### config.mk
export PLATFORM = sky130hd
export DESIGN_NAME = lcd_column_i2c_command_port
export DESIGN_NICKNAME = d
export VERILOG_FILES = /design/src/hdl/lcd_cmd_pkg.sv /design/src/hdl/stream_if.sv /design/src/hdl/two_entry_buffer.sv /design/src/hdl/lcd_column_i2c_command_port.sv
export SDC_FILE = /design/constraint.sdc
export NUM_CORES = 1
export LEC_CHECK = 0
export ABC_AREA = 0
export BUFFER_PORTS_ARGS = -buffer_cell sky130_fd_sc_hd__buf_2
export CORE_MARGIN = 1.5
export CORE_UTILIZATION = 30
export DETAILED_ROUTE_END_ITERATION = 7
export PLACE_DENSITY_LB_ADDON = 0.2
export SLEW_MARGIN = 20
export SYNTH_ARGS = -nofsm -noshare
export SYNTH_HDL_FRONTEND = slang
export SYNTH_SLANG_ARGS = --single-unit
### constraint.sdc
create_clock -name clk -period 5.49 [get_ports clk]
set_input_delay 0.2745 -clock clk [delete_from_list [all_inputs] [get_ports clk]]
set_output_delay 0.2745 -clock clk [all_outputs]
set_load 0.02 [all_outputs]
### src/hdl/lcd_cmd_pkg.sv
// Constants, field layouts and states of the serial command port of the LCD column driver.
// Assumes one 100 MHz clock; the bus pins are sampled as synchronous inputs.
package lcd_cmd_pkg;
   // serial byte framing
   localparam logic [3:0] BIT_LAST = 4'h7;
   localparam logic [3:0] BIT_ACK = 4'h8;
   localparam logic [3:0] BIT_ZERO = 4'h0;
   localparam logic [3:0] BIT_ONE = 4'h1;
   localparam logic [2:0] BIT_MSB = 3'h7;
   localparam int CMD_FLAG_BIT = 7;
   localparam int RW_BIT = 0;
   // upper six address bits; the lowest bit comes from the select pin
   localparam logic [5:0] ADDR_BASE = 6'h1E;
   // field widths
   localparam int COL_W = 6;
   localparam int SUB_W = 4;
   localparam int BANK_W = 2;
   localparam int BYTE_W = 8;
   localparam int BUF_W = BANK_W + COL_W + BYTE_W;
   // column pointer range
   localparam logic [5:0] COL_FIRST = 6'h00;
   localparam logic [5:0] COL_LAST = 6'h27;
   localparam logic [3:0] SUB_ONE = 4'h1;
   // opcode prefixes below the continuation flag
   localparam logic [1:0] OP_MODE = 2'h2;
   localparam logic [2:0] OP_SUBADDR = 3'h6;
   localparam logic [2:0] OP_MEMACC = 3'h7;
   localparam logic [3:0] MEMACC_LIMIT = 4'hC;
   // multiplex field codes and row counts
   localparam logic [1:0] MUX_8 = 2'h1;
   localparam logic [1:0] MUX_16 = 2'h2;
   localparam logic [1:0] MUX_24 = 2'h3;
   localparam logic [1:0] MUX_32 = 2'h0;
   localparam logic [5:0] ROWS_8 = 6'h08;
   localparam logic [5:0] ROWS_16 = 6'h10;
   localparam logic [5:0] ROWS_24 = 6'h18;
   localparam logic [5:0] ROWS_32 = 6'h20;
   // power-on values
   localparam logic [3:0] SUB_RESET = 4'h0;
   localparam logic [5:0] COL_RESET = 6'h00;
   localparam logic [1:0] MUX_RESET = 2'h0;
   localparam logic [1:0] BANK_RESET = 2'h0;
   localparam logic [1:0] ORDER_CHAR = 2'h0;
   localparam logic [1:0] STATUS_BLANK = 2'h0;
   localparam logic SYSTYPE_RESET = 1'b0;
   localparam logic [7:0] BYTE_RESET = 8'h00;
   // two-entry buffer occupancy
   localparam logic [1:0] CNT_EMPTY = 2'h0;
   localparam logic [1:0] CNT_FULL = 2'h2;

   typedef enum logic [2:0] {
      PH_IDLE,
      PH_ADDR,
      PH_CMD,
      PH_WDATA,
      PH_RDATA,
      PH_IGNORE
   } phase_e;
endpackage : lcd_cmd_pkg

### src/hdl/stream_if.sv
// Valid/ready word carrier between the command port and its write buffer.
// Assumes both ends share one clock.
`timescale 1ns/10ps
interface stream_if;
   logic valid;
   logic ready;
   logic [lcd_cmd_pkg::BUF_W-1:0] data;
   modport src (output valid, output data, input ready);
   modport snk (input valid, input data, output ready);
endinterface : stream_if

### src/hdl/two_entry_buffer.sv
// Two-entry word buffer with valid/ready on both sides.
// Assumes one clock and active-low asynchronous reset.
`timescale 1ns/10ps
module two_entry_buffer (
   input wire logic clk, // system clock
   input wire logic nrst, // async reset, active low
   stream_if.snk fill, // filling side
   stream_if.src drain // draining side
);
   import lcd_cmd_pkg::*;

   logic [BUF_W-1:0] memReg [2];
   logic wrPtrReg;
   logic rdPtrReg;
   logic [1:0] countReg;
   logic pushNow;
   logic popNow;

   assign fill.ready = (countReg != CNT_FULL);
   assign drain.valid = (countReg != CNT_EMPTY);
   assign drain.data = memReg[rdPtrReg];
   assign pushNow = fill.valid && fill.ready;
   assign popNow = drain.valid && drain.ready;

   always_ff @(posedge clk or negedge nrst) begin
      if (!nrst) begin
         memReg[0] <= '0;
         memReg[1] <= '0;
      end else if (pushNow) begin
         memReg[wrPtrReg] <= fill.data;
      end
   end

   always_ff @(posedge clk or negedge nrst) begin
      if (!nrst) begin
         wrPtrReg <= 1'b0;
         rdPtrReg <= 1'b0;
         countReg <= CNT_EMPTY;
      end else begin
         if (pushNow) begin
            wrPtrReg <= ~wrPtrReg;
         end
         if (popNow) begin
            rdPtrReg <= ~rdPtrReg;
         end
         if (pushNow && !popNow) begin
            countReg <= countReg + 2'h1;
         end else if (popNow && !pushNow) begin
            countReg <= countReg - 2'h1;
         end
      end
   end
endmodule : two_entry_buffer

### src/hdl/lcd_column_i2c_command_port.sv
// Serial-bus slave front end of an LCD column driver: address match, command decode,
// display byte streaming to and from an external display RAM.
// Assumes scl/sda levels are already synchronous to clk and far slower than it;
// the RAM answers a read one clock after the request and accepts writes by valid/ready.
//
// Behaviour
// - answer only slave address 011110 followed by the select pin level
// - matching devices acknowledge the address; others ignore the rest of the transfer
// - read/write bit zero selects write mode with command bytes following
// - acknowledge every command byte regardless of hardware subaddress
// - acknowledge display bytes only when subaddress counter matches the pins
// - read/write bit one makes the device transmit display RAM bytes
// - on a missing master acknowledge stop sending and release the data line
// - each display byte uses the current column/bank pointer in the selected device
// - after each display byte advance the pointer; a wrap past column 39 advances the subaddress counter
// - command bit 7 set means another command follows, clear means data follows
// - commands are decoded only in write mode; read mode is all data
// - decode column load, mode setup, subaddress select, memory access, top bank
// - memory access with low nibble twelve or more acts as top bank
// - memory access loads access order and bank select fields
// - top bank command stores the two-bit bank shown at the top row
// - multiplex field 01, 10, 11, 00 gives 8, 16, 24, 32 rows
// - subaddress select copies four bits into the subaddress counter
// - top bank value is a plain binary bank number 0 to 3
// - display data moves only while subaddress counter equals the pins
// - reset clears counter and pointer, 32 rows, bank 0, character mode
`timescale 1ns/10ps
module lcd_column_i2c_command_port (
   input wire logic clk, // system clock, 100 MHz
   input wire logic nrst, // async reset, active low
   input wire logic sclIn, // serial clock level
   output logic sclOut, // serial clock drive value, always low
   output logic sclOe, // high while holding the clock low
   input wire logic sdaIn, // serial data level
   output logic sdaOut, // serial data drive value, always low
   output logic sdaOe, // high while pulling data low
   input wire logic addrLsbSelectPin, // lowest slave address bit
   input wire logic [lcd_cmd_pkg::SUB_W-1:0] hwSubaddrPins, // hardware subaddress
   output logic ramWrEn, // write word valid
   input wire logic ramWrReady, // ram takes the write word
   output logic [lcd_cmd_pkg::BANK_W-1:0] ramWrBank, // write bank
   output logic [lcd_cmd_pkg::COL_W-1:0] ramWrCol, // write column
   output logic [lcd_cmd_pkg::BYTE_W-1:0] ramWrData, // write byte
   output logic ramRdEn, // read request pulse
   output logic [lcd_cmd_pkg::BANK_W-1:0] ramRdBank, // read bank
   output logic [lcd_cmd_pkg::COL_W-1:0] ramRdCol, // read column
   input wire logic [lcd_cmd_pkg::BYTE_W-1:0] ramRdData, // read byte, one clock later
   output logic [lcd_cmd_pkg::SUB_W-1:0] subaddrCount, // subaddress counter
   output logic [1:0] muxRate, // {mux_rate_hi, mux_rate_lo}
   output logic [5:0] muxRows, // decoded row count
   output logic [1:0] displayStatus, // display status field
   output logic systemType, // system type bit
   output logic [1:0] accessOrder, // {access_order_hi, access_order_lo}
   output logic [lcd_cmd_pkg::BANK_W-1:0] bankSelect, // {bank_select_hi, bank_select_lo}
   output logic [lcd_cmd_pkg::BANK_W-1:0] topBank // {top_bank_hi, top_bank_lo}
);
   import lcd_cmd_pkg::*;

   phase_e phaseReg;
   logic sclPrevReg;
   logic sdaPrevReg;
   logic [3:0] bitCntReg;
   logic [7:0] shiftReg;
   logic ackReg;
   logic sdaDriveReg;
   logic sclHoldReg;
   logic [COL_W-1:0] colReg;
   logic [SUB_W-1:0] subCntReg;
   logic [1:0] muxRateReg;
   logic [5:0] muxRowsReg;
   logic [1:0] statusReg;
   logic sysTypeReg;
   logic [1:0] orderReg;
   logic [BANK_W-1:0] bankReg;
   logic [BANK_W-1:0] topBankReg;
   logic rdReqReg;
   logic rdWaitReg;
   logic txMatchReg;
   logic [7:0] txByteReg;
   logic wrPendReg;
   logic [BUF_W-1:0] wrWordReg;

   logic sclRise;
   logic sclFall;
   logic startCond;
   logic stopCond;
   logic byteDone;
   logic ackClock;
   logic [7:0] rxByte;
   logic addrMatch;
   logic subMatch;
   logic dataByte;

   stream_if toBuf();
   stream_if fromBuf();

   // edges are taken from the previous sample; our own drive changes only while scl is low
   assign sclRise = !sclPrevReg && sclIn;
   assign sclFall = sclPrevReg && !sclIn;
   assign startCond = sclPrevReg && sclIn && sdaPrevReg && !sdaIn;
   assign stopCond = sclPrevReg && sclIn && !sdaPrevReg && sdaIn;
   assign rxByte = {shiftReg[6:0], sdaIn};
   assign byteDone = sclRise && (bitCntReg == BIT_LAST) && (phaseReg != PH_IDLE)
      && (phaseReg != PH_IGNORE);
   assign ackClock = sclRise && (bitCntReg == BIT_ACK);
   assign addrMatch = (rxByte[7:1] == {ADDR_BASE, addrLsbSelectPin});
   assign subMatch = (subCntReg == hwSubaddrPins);
   assign dataByte = byteDone && ((phaseReg == PH_WDATA) || (phaseReg == PH_RDATA));

   always_ff @(posedge clk or negedge nrst) begin
      if (!nrst) begin
         sclPrevReg <= 1'b1;
         sdaPrevReg <= 1'b1;
      end else begin
         sclPrevReg <= sclIn;
         sdaPrevReg <= sdaIn;
      end
   end

   // bit position within the nine-clock byte frame
   always_ff @(posedge clk or negedge nrst) begin
      if (!nrst) begin
         bitCntReg <= BIT_ZERO;
         shiftReg <= BYTE_RESET;
      end else if (startCond || stopCond) begin
         bitCntReg <= BIT_ZERO;
      end else if (sclRise) begin
         shiftReg <= rxByte;
         if (bitCntReg == BIT_ACK) begin
            bitCntReg <= BIT_ZERO;
         end else begin
            bitCntReg <= bitCntReg + BIT_ONE;
         end
      end
   end

   // transfer phase
   always_ff @(posedge clk or negedge nrst) begin
      if (!nrst) begin
         phaseReg <= PH_IDLE;
      end else if (startCond) begin
         phaseReg <= PH_ADDR;
      end else if (stopCond) begin
         phaseReg <= PH_IDLE;
      end else if (byteDone) begin
         case (phaseReg)
            PH_ADDR: begin
               if (!addrMatch) begin
                  phaseReg <= PH_IGNORE;
               end else if (rxByte[RW_BIT]) begin
                  phaseReg <= PH_RDATA;
               end else begin
                  phaseReg <= PH_CMD;
               end
            end
            PH_CMD: begin
               if (!rxByte[CMD_FLAG_BIT]) begin
                  phaseReg <= PH_WDATA;
               end
            end
            default: begin
               phaseReg <= phaseReg;
            end
         endcase
      end else if (ackClock && (phaseReg == PH_RDATA) && sdaIn) begin
         phaseReg <= PH_IGNORE;
      end
   end

   // acknowledge decision, taken when the eighth bit arrives
   always_ff @(posedge clk or negedge nrst) begin
      if (!nrst) begin
         ackReg <= 1'b0;
      end else if (byteDone) begin
         case (phaseReg)
            PH_ADDR: ackReg <= addrMatch;
            PH_CMD: ackReg <= 1'b1;
            PH_WDATA: ackReg <= subMatch;
            default: ackReg <= 1'b0;
         endcase
      end
   end

   // data line drive, changed on scl falling edges and cleared on start or stop
   always_ff @(posedge clk or negedge nrst) begin
      if (!nrst) begin
         sdaDriveReg <= 1'b0;
      end else if (startCond || stopCond) begin
         sdaDriveReg <= 1'b0;
      end else if (sclFall) begin
         if (bitCntReg == BIT_ACK) begin
            sdaDriveReg <= ackReg;
         end else if ((phaseReg == PH_RDATA) && txMatchReg) begin
            sdaDriveReg <= !txByteReg[BIT_MSB - bitCntReg[2:0]];
         end else begin
            sdaDriveReg <= 1'b0;
         end
      end
   end

   assign sdaOut = 1'b0;
   assign sdaOe = sdaDriveReg;
   assign sclOut = 1'b0;
   assign sclOe = sclHoldReg;

   // command decode and stored mode fields
   always_ff @(posedge clk or negedge nrst) begin
      if (!nrst) begin
         muxRateReg <= MUX_RESET;
         muxRowsReg <= ROWS_32;
         statusReg <= STATUS_BLANK;
         sysTypeReg <= SYSTYPE_RESET;
         orderReg <= ORDER_CHAR;
         bankReg <= BANK_RESET;
         topBankReg <= BANK_RESET;
      end else if (byteDone && (phaseReg == PH_CMD) && rxByte[6]) begin
         if (rxByte[6:5] == OP_MODE) begin
            muxRateReg <= rxByte[4:3];
            statusReg <= rxByte[2:1];
            sysTypeReg <= rxByte[0];
            case (rxByte[4:3])
               MUX_8: muxRowsReg <= ROWS_8;
               MUX_16: muxRowsReg <= ROWS_16;
               MUX_24: muxRowsReg <= ROWS_24;
               MUX_32: muxRowsReg <= ROWS_32;
               default: muxRowsReg <= ROWS_32;
            endcase
         end else if (rxByte[6:4] == OP_MEMACC) begin
            if (rxByte[3:0] >= MEMACC_LIMIT) begin
               topBankReg <= rxByte[1:0];
            end else begin
               orderReg <= rxByte[3:2];
               bankReg <= rxByte[1:0];
            end
         end
      end
   end

   // column pointer and subaddress counter; a column wrap moves on to the next device
   always_ff @(posedge clk or negedge nrst) begin
      if (!nrst) begin
         colReg <= COL_RESET;
         subCntReg <= SUB_RESET;
      end else if (byteDone && (phaseReg == PH_CMD)) begin
         if (!rxByte[6]) begin
            colReg <= rxByte[5:0];
         end else if (rxByte[6:4] == OP_SUBADDR) begin
            subCntReg <= rxByte[3:0];
         end
      end else if (dataByte) begin
         if (colReg == COL_LAST) begin
            colReg <= COL_FIRST;
            subCntReg <= subCntReg + SUB_ONE;
         end else begin
            colReg <= colReg + 6'h01;
         end
      end
   end

   // read fetch: first byte after the address, then after each master acknowledge
   always_ff @(posedge clk or negedge nrst) begin
      if (!nrst) begin
         rdReqReg <= 1'b0;
         rdWaitReg <= 1'b0;
         txMatchReg <= 1'b0;
         txByteReg <= BYTE_RESET;
      end else begin
         rdReqReg <= (byteDone && (phaseReg == PH_ADDR) && addrMatch && rxByte[RW_BIT])
            || (ackClock && (phaseReg == PH_RDATA) && !sdaIn);
         rdWaitReg <= rdReqReg;
         if (rdReqReg) begin
            txMatchReg <= subMatch;
         end
         if (rdWaitReg) begin
            txByteReg <= ramRdData;
         end
      end
   end

   assign ramRdEn = rdReqReg;
   assign ramRdBank = bankReg;
   assign ramRdCol = colReg;

   // write word waits here until the buffer takes it; the bus clock is held meanwhile
   always_ff @(posedge clk or negedge nrst) begin
      if (!nrst) begin
         wrPendReg <= 1'b0;
         wrWordReg <= '0;
      end else if (byteDone && (phaseReg == PH_WDATA) && subMatch) begin
         wrPendReg <= 1'b1;
         wrWordReg <= {bankReg, colReg, rxByte};
      end else if (toBuf.ready) begin
         wrPendReg <= 1'b0;
      end
   end

   // stretch only starts with scl already low, so the master sees a clean hold
   always_ff @(posedge clk or negedge nrst) begin
      if (!nrst) begin
         sclHoldReg <= 1'b0;
      end else if (!wrPendReg) begin
         sclHoldReg <= 1'b0;
      end else if (sclFall) begin
         sclHoldReg <= 1'b1;
      end
   end

   assign toBuf.valid = wrPendReg;
   assign toBuf.data = wrWordReg;
   assign fromBuf.ready = ramWrReady;
   assign ramWrEn = fromBuf.valid;
   assign ramWrBank = fromBuf.data[BUF_W-1 -: BANK_W];
   assign ramWrCol = fromBuf.data[BYTE_W +: COL_W];
   assign ramWrData = fromBuf.data[BYTE_W-1:0];

   two_entry_buffer writeBuffer (
      .clk(clk),
      .nrst(nrst),
      .fill(toBuf),
      .drain(fromBuf)
   );

   assign subaddrCount = subCntReg;
   assign muxRate = muxRateReg;
   assign muxRows = muxRowsReg;
   assign displayStatus = statusReg;
   assign systemType = sysTypeReg;
   assign accessOrder = orderReg;
   assign bankSelect = bankReg;
   assign topBank = topBankReg;
endmodule : lcd_column_i2c_command_port

==> run_results.csv <==
group,metric,value,unit
logic_synthesis,post-synth-top-area-cell,"sky130_fd_sc_hd__dfrtp_1",
cts,clk_pin_slew_worst_paths,0.07,ns
drt,route.detailed.drc,0,
layout,mostFrequentLayoutCell,"sky130_fd_sc_hd__dfrtp_1",
layout,final_cell_mix,"104 x sky130_fd_sc_hd__dfrtp_1, 90 x sky130_fd_sc_hd__mux2_2, 62 x sky130_fd_sc_hd__buf_2, 15 x sky130_fd_sc_hd__nand2_1, 12 x sky130_fd_sc_hd__nand3_1",
worst_setup_path,worst_path_max_delay_cell,"sky130_fd_sc_hd__nor3b_2",
global_route,grt_antenna_before_repair,0,
logic_synthesis,synth-edff-count,0,
drt,drt_pass1_iterations,4,
timing,fmax,0.333,GHz
pwr,irDropWorstVdd,0.000150,V
cts,root_buffer,"sky130_fd_sc_hd__clkbuf_16",
worst_setup_path,worstSetupEndpoint,"muxRows[4]",
cts,cts.repair_timing.setup_buffer_count,0,
worst_setup_path,max_stage_delay,0.70,ns
worst_setup_path,reg2reg_depth,5,
floorplanning,fp.coreArea,16600,sq um
cts,htree_num_levels,3,
logic_synthesis,ys_top_cells_by_area,"sky130_fd_sc_hd__dfrtp_1 51%, sky130_fd_sc_hd__mux2_2 20%, sky130_fd_sc_hd__mux2_4 2.6%",
cts,cts_inserted_buffers,9,
timing,tightestPinTransition,0.934,ns
global_route,maximum_number_of_pins_on_one_net_before_global_route_repair,76,
layout,layout-drive-gt1-share,43.1,%
logic_synthesis,yosys_warnings,0,
worst_setup_path,worstSetupStartpointType,"register",
floorplanning,pin_count,69,
floorplanning,die-width,134,microns
global_route,first_global_vias,3260,
worst_setup_path,cp_max_fo,11,
layout,fin_nets,473,
worst_hold_path,worst_hold_path.num_cells,1,
logic_synthesis,syn_inst,394,
logic_synthesis,syn-cell-area,5140,sq um
cts,clock_tree.buffer_depth,2,
run_status,outcome,"completed",
timing,drv_slew,0,
floorplanning,core.rowCount,47,
worst_setup_path,cp-end-kind,"register",
place,place_congestion,0.834,
worst_setup_path,worst_setup_path_startpoint,"bitCntReg[0]",
drt,totalWireLength,10900,microns
global_route,total_gr_overflow,0,
worst_setup_path,crit_type,"register to register",
logic_synthesis,share_of_synthesized_flip_flops_with_an_asynchronous_set_or_reset,100,%
timing,worst_slew_margin_rel,37.7,%
timing,hold_viol_final,0,
logic_synthesis,netlist-cell-type-count,61,
cts,tritoncts,"yes",
place,numPlacedInstances,658,
layout,finalNonFillerCells,675,
timing,final.setup_skew,0.00857,ns
drt,drt_iter0_markers,103,
drt,routed-via-count,3254,
place,io_buffers,63,
logic_synthesis,postSynthAreaPerCell,13.0,sq um
timing,setup_viol_count_final,0,
layout,nFillCells,1661,
global_route,overall_routing_resource_usage,12.8,%
cts,clock_latency,0.35,ns
logic_synthesis,yosysSeqAreaShare,52.2,%
floorplanning,dieArea,17900,sq um
logic_synthesis,synth.ff_latch_count,107,
layout,antenna_cells,0,
pwr,cellLeakagePower,2.87,nW
worst_setup_path,regToRegEndpoint,"muxRows[4]",
global_route,grt_pass1_wl,17800,microns
worst_hold_path,min-delay-path-class,"input pin to register",
worst_setup_path,crit_required,5.72,ns
run,drv.max_cap_violation_count,0,
worst_setup_path,worst_ep_arrival_time,3.23,ns
drt,postRouteAntennaNets,0,
drt,post_drt_via_cell_ratio,4.82,
pwr,total_power,1.72,mW
logic_synthesis,synthDominantCellAreaShare,50.7,%
worst_setup_path,cell_chain_of_the_critical_path,"ha_1 > and3b_1 > nand3_1 > nor3b_2 > mux2_2",
pwr,power_per_cell_area,291,nW/um^2
worst_setup_path,ff2ff_setup_slack,2.49,ns
timing,rsz0062_at_grt,"no",
place,dp_hpwl,7800,microns
timing,min_period_over_period,54.7,%
timing,final.min_clock_period,3.00,ns
cts,sink_count_of_the_clock_tree,107,
logic_synthesis,yosys_most_used_dff,"sky130_fd_sc_hd__dfrtp_1",
worst_setup_path,rr_startpoint,"bitCntReg[0]",
floorplanning,start_util,30.9,%
drt,routedWlPerCell,16.2,microns
timing,timing.setup.tns,0,ns
floorplanning,fp.dieH,134,microns
layout,area_added_between_synthesis_and_finish,15.1,%
-- power breakdown --
group          switching [mW]  total (mW)  internal, mW
Combinational          0.0832       0.173        0.0899
Clock                   0.284       0.623         0.339
Sequential             0.0977       0.923         0.826
Total                   0.465        1.72          1.25
-- registers in the layout, summed over array words and instances, names as in the netlist, 2 cells and up --
| register | count |
|---|---|
| writeBuffer.memReg | 32 |
| toBuf.data | 16 |
| txByteReg | 8 |
| shiftReg | 7 |
| ramRdCol | 6 |
| bitCntReg | 4 |
| subaddrCount | 4 |
| muxRows | 3 |
| phaseReg | 3 |
| accessOrder | 2 |
| bankSelect | 2 |
| displayStatus | 2 |
| muxRate | 2 |
| topBank | 2 |
| writeBuffer.countReg | 2 |
-- area by class of cell --
cell class                 instances  area (sq um)  area share [%]
timing repair buffer              67           350            5.93
multi-input combinational        255          2280            38.5
clock buffer                      13           260            4.40
tap                              220           275            4.66
inverter                          10          37.5           0.635
sequential                       107          2680            45.4
clock inverter                     3          28.8           0.487
-- stage by stage --
step | hold WS, ns | setup slack [ns] | utilization [%] | cell area [sq um]
after global routing | 0.0665 | 2.23 | 35.5 | 5910
after detailed placement | 0.253 | 2.49 | 33.7 | 5610
after global placement | 0.245 | 2.63 | 33.7 | 5610
after floorplan | -0.0211 | 3.35 | - | 5150
final | 0.0770 | 2.49 | 35.5 | 5910
after CTS | 0.0548 | 2.47 | 35.5 | 5910
-- synthesized netlist by cell type, types with 4 or more instances --
library cell,number
sky130_fd_sc_hd__mux2_4,9
sky130_fd_sc_hd__nand4_1,10
sky130_fd_sc_hd__mux2i_1,4
sky130_fd_sc_hd__nand2_1,15
sky130_fd_sc_hd__buf_4,7
sky130_fd_sc_hd__a211o_1,4
sky130_fd_sc_hd__nor2_1,9
sky130_fd_sc_hd__mux2_2,90
sky130_fd_sc_hd__buf_2,5
sky130_fd_sc_hd__xor2_1,5
sky130_fd_sc_hd__nand3_1,12
sky130_fd_sc_hd__xnor2_1,8
sky130_fd_sc_hd__nand2b_1,5
sky130_fd_sc_hd__inv_1,10
sky130_fd_sc_hd__o21ai_0,7
sky130_fd_sc_hd__dfrtp_1,104
sky130_fd_sc_hd__clkbuf_1,10
sky130_fd_sc_hd__a21oi_1,7
sky130_fd_sc_hd__ha_1,5
-- repair_timing --
| item | 4_1_cts | 5_1_grt |
|---|---|---|
| gates resized for setup | 0 | 0 |
| endpoints found under the hold margin | 30 | 0 |
| hold buffers | 1 | 0 |
-- routing by layer --
layer / GRT usage, % / routed length (microns) / up-vias
met4: 3.74 / 145 / 0
met5: 0 / 0 / -
met3: 2.87 / 403 / 9
met2: 21.2 / 5250 / 65
li1: - / - / 1543
met1: 16.8 / 5120 / 1637
-- worst min-delay path by stage --
stage / endpoint / startpoint
floorplan: accessOrder[0] / nrst
global placement: subaddrCount[1] / nrst
detailed placement: subaddrCount[1] / nrst
CTS: sclPrevReg / sclIn
global route: sclPrevReg / sclIn
finish: sclPrevReg / sclIn
-- critical path, delay by kind of cell (launching register included) --
kind                     cells  cell delay (ns)
AND/OR/NAND/NOR              3             1.73
multiplexers                 1             0.41
flip-flops                   1             0.50
adder cells (fa/ha/maj)      1             0.25
-- kinds of logic after synthesis --
kind of cell             Yosys count  share of synthesized area, %
AO/OA/AOI/OAI                     46                          6.58
XOR/XNOR                          13                          2.22
adder cells (fa/ha/maj)            5                          1.22
buffers and inverters             36                          3.77
flip-flops                       107                          52.2
multiplexers                     105                          24.0
other                              1                        0.0730
AND/OR/NAND/NOR                   81                          9.94
Note: power is estimated with default switching activity, not from simulation.
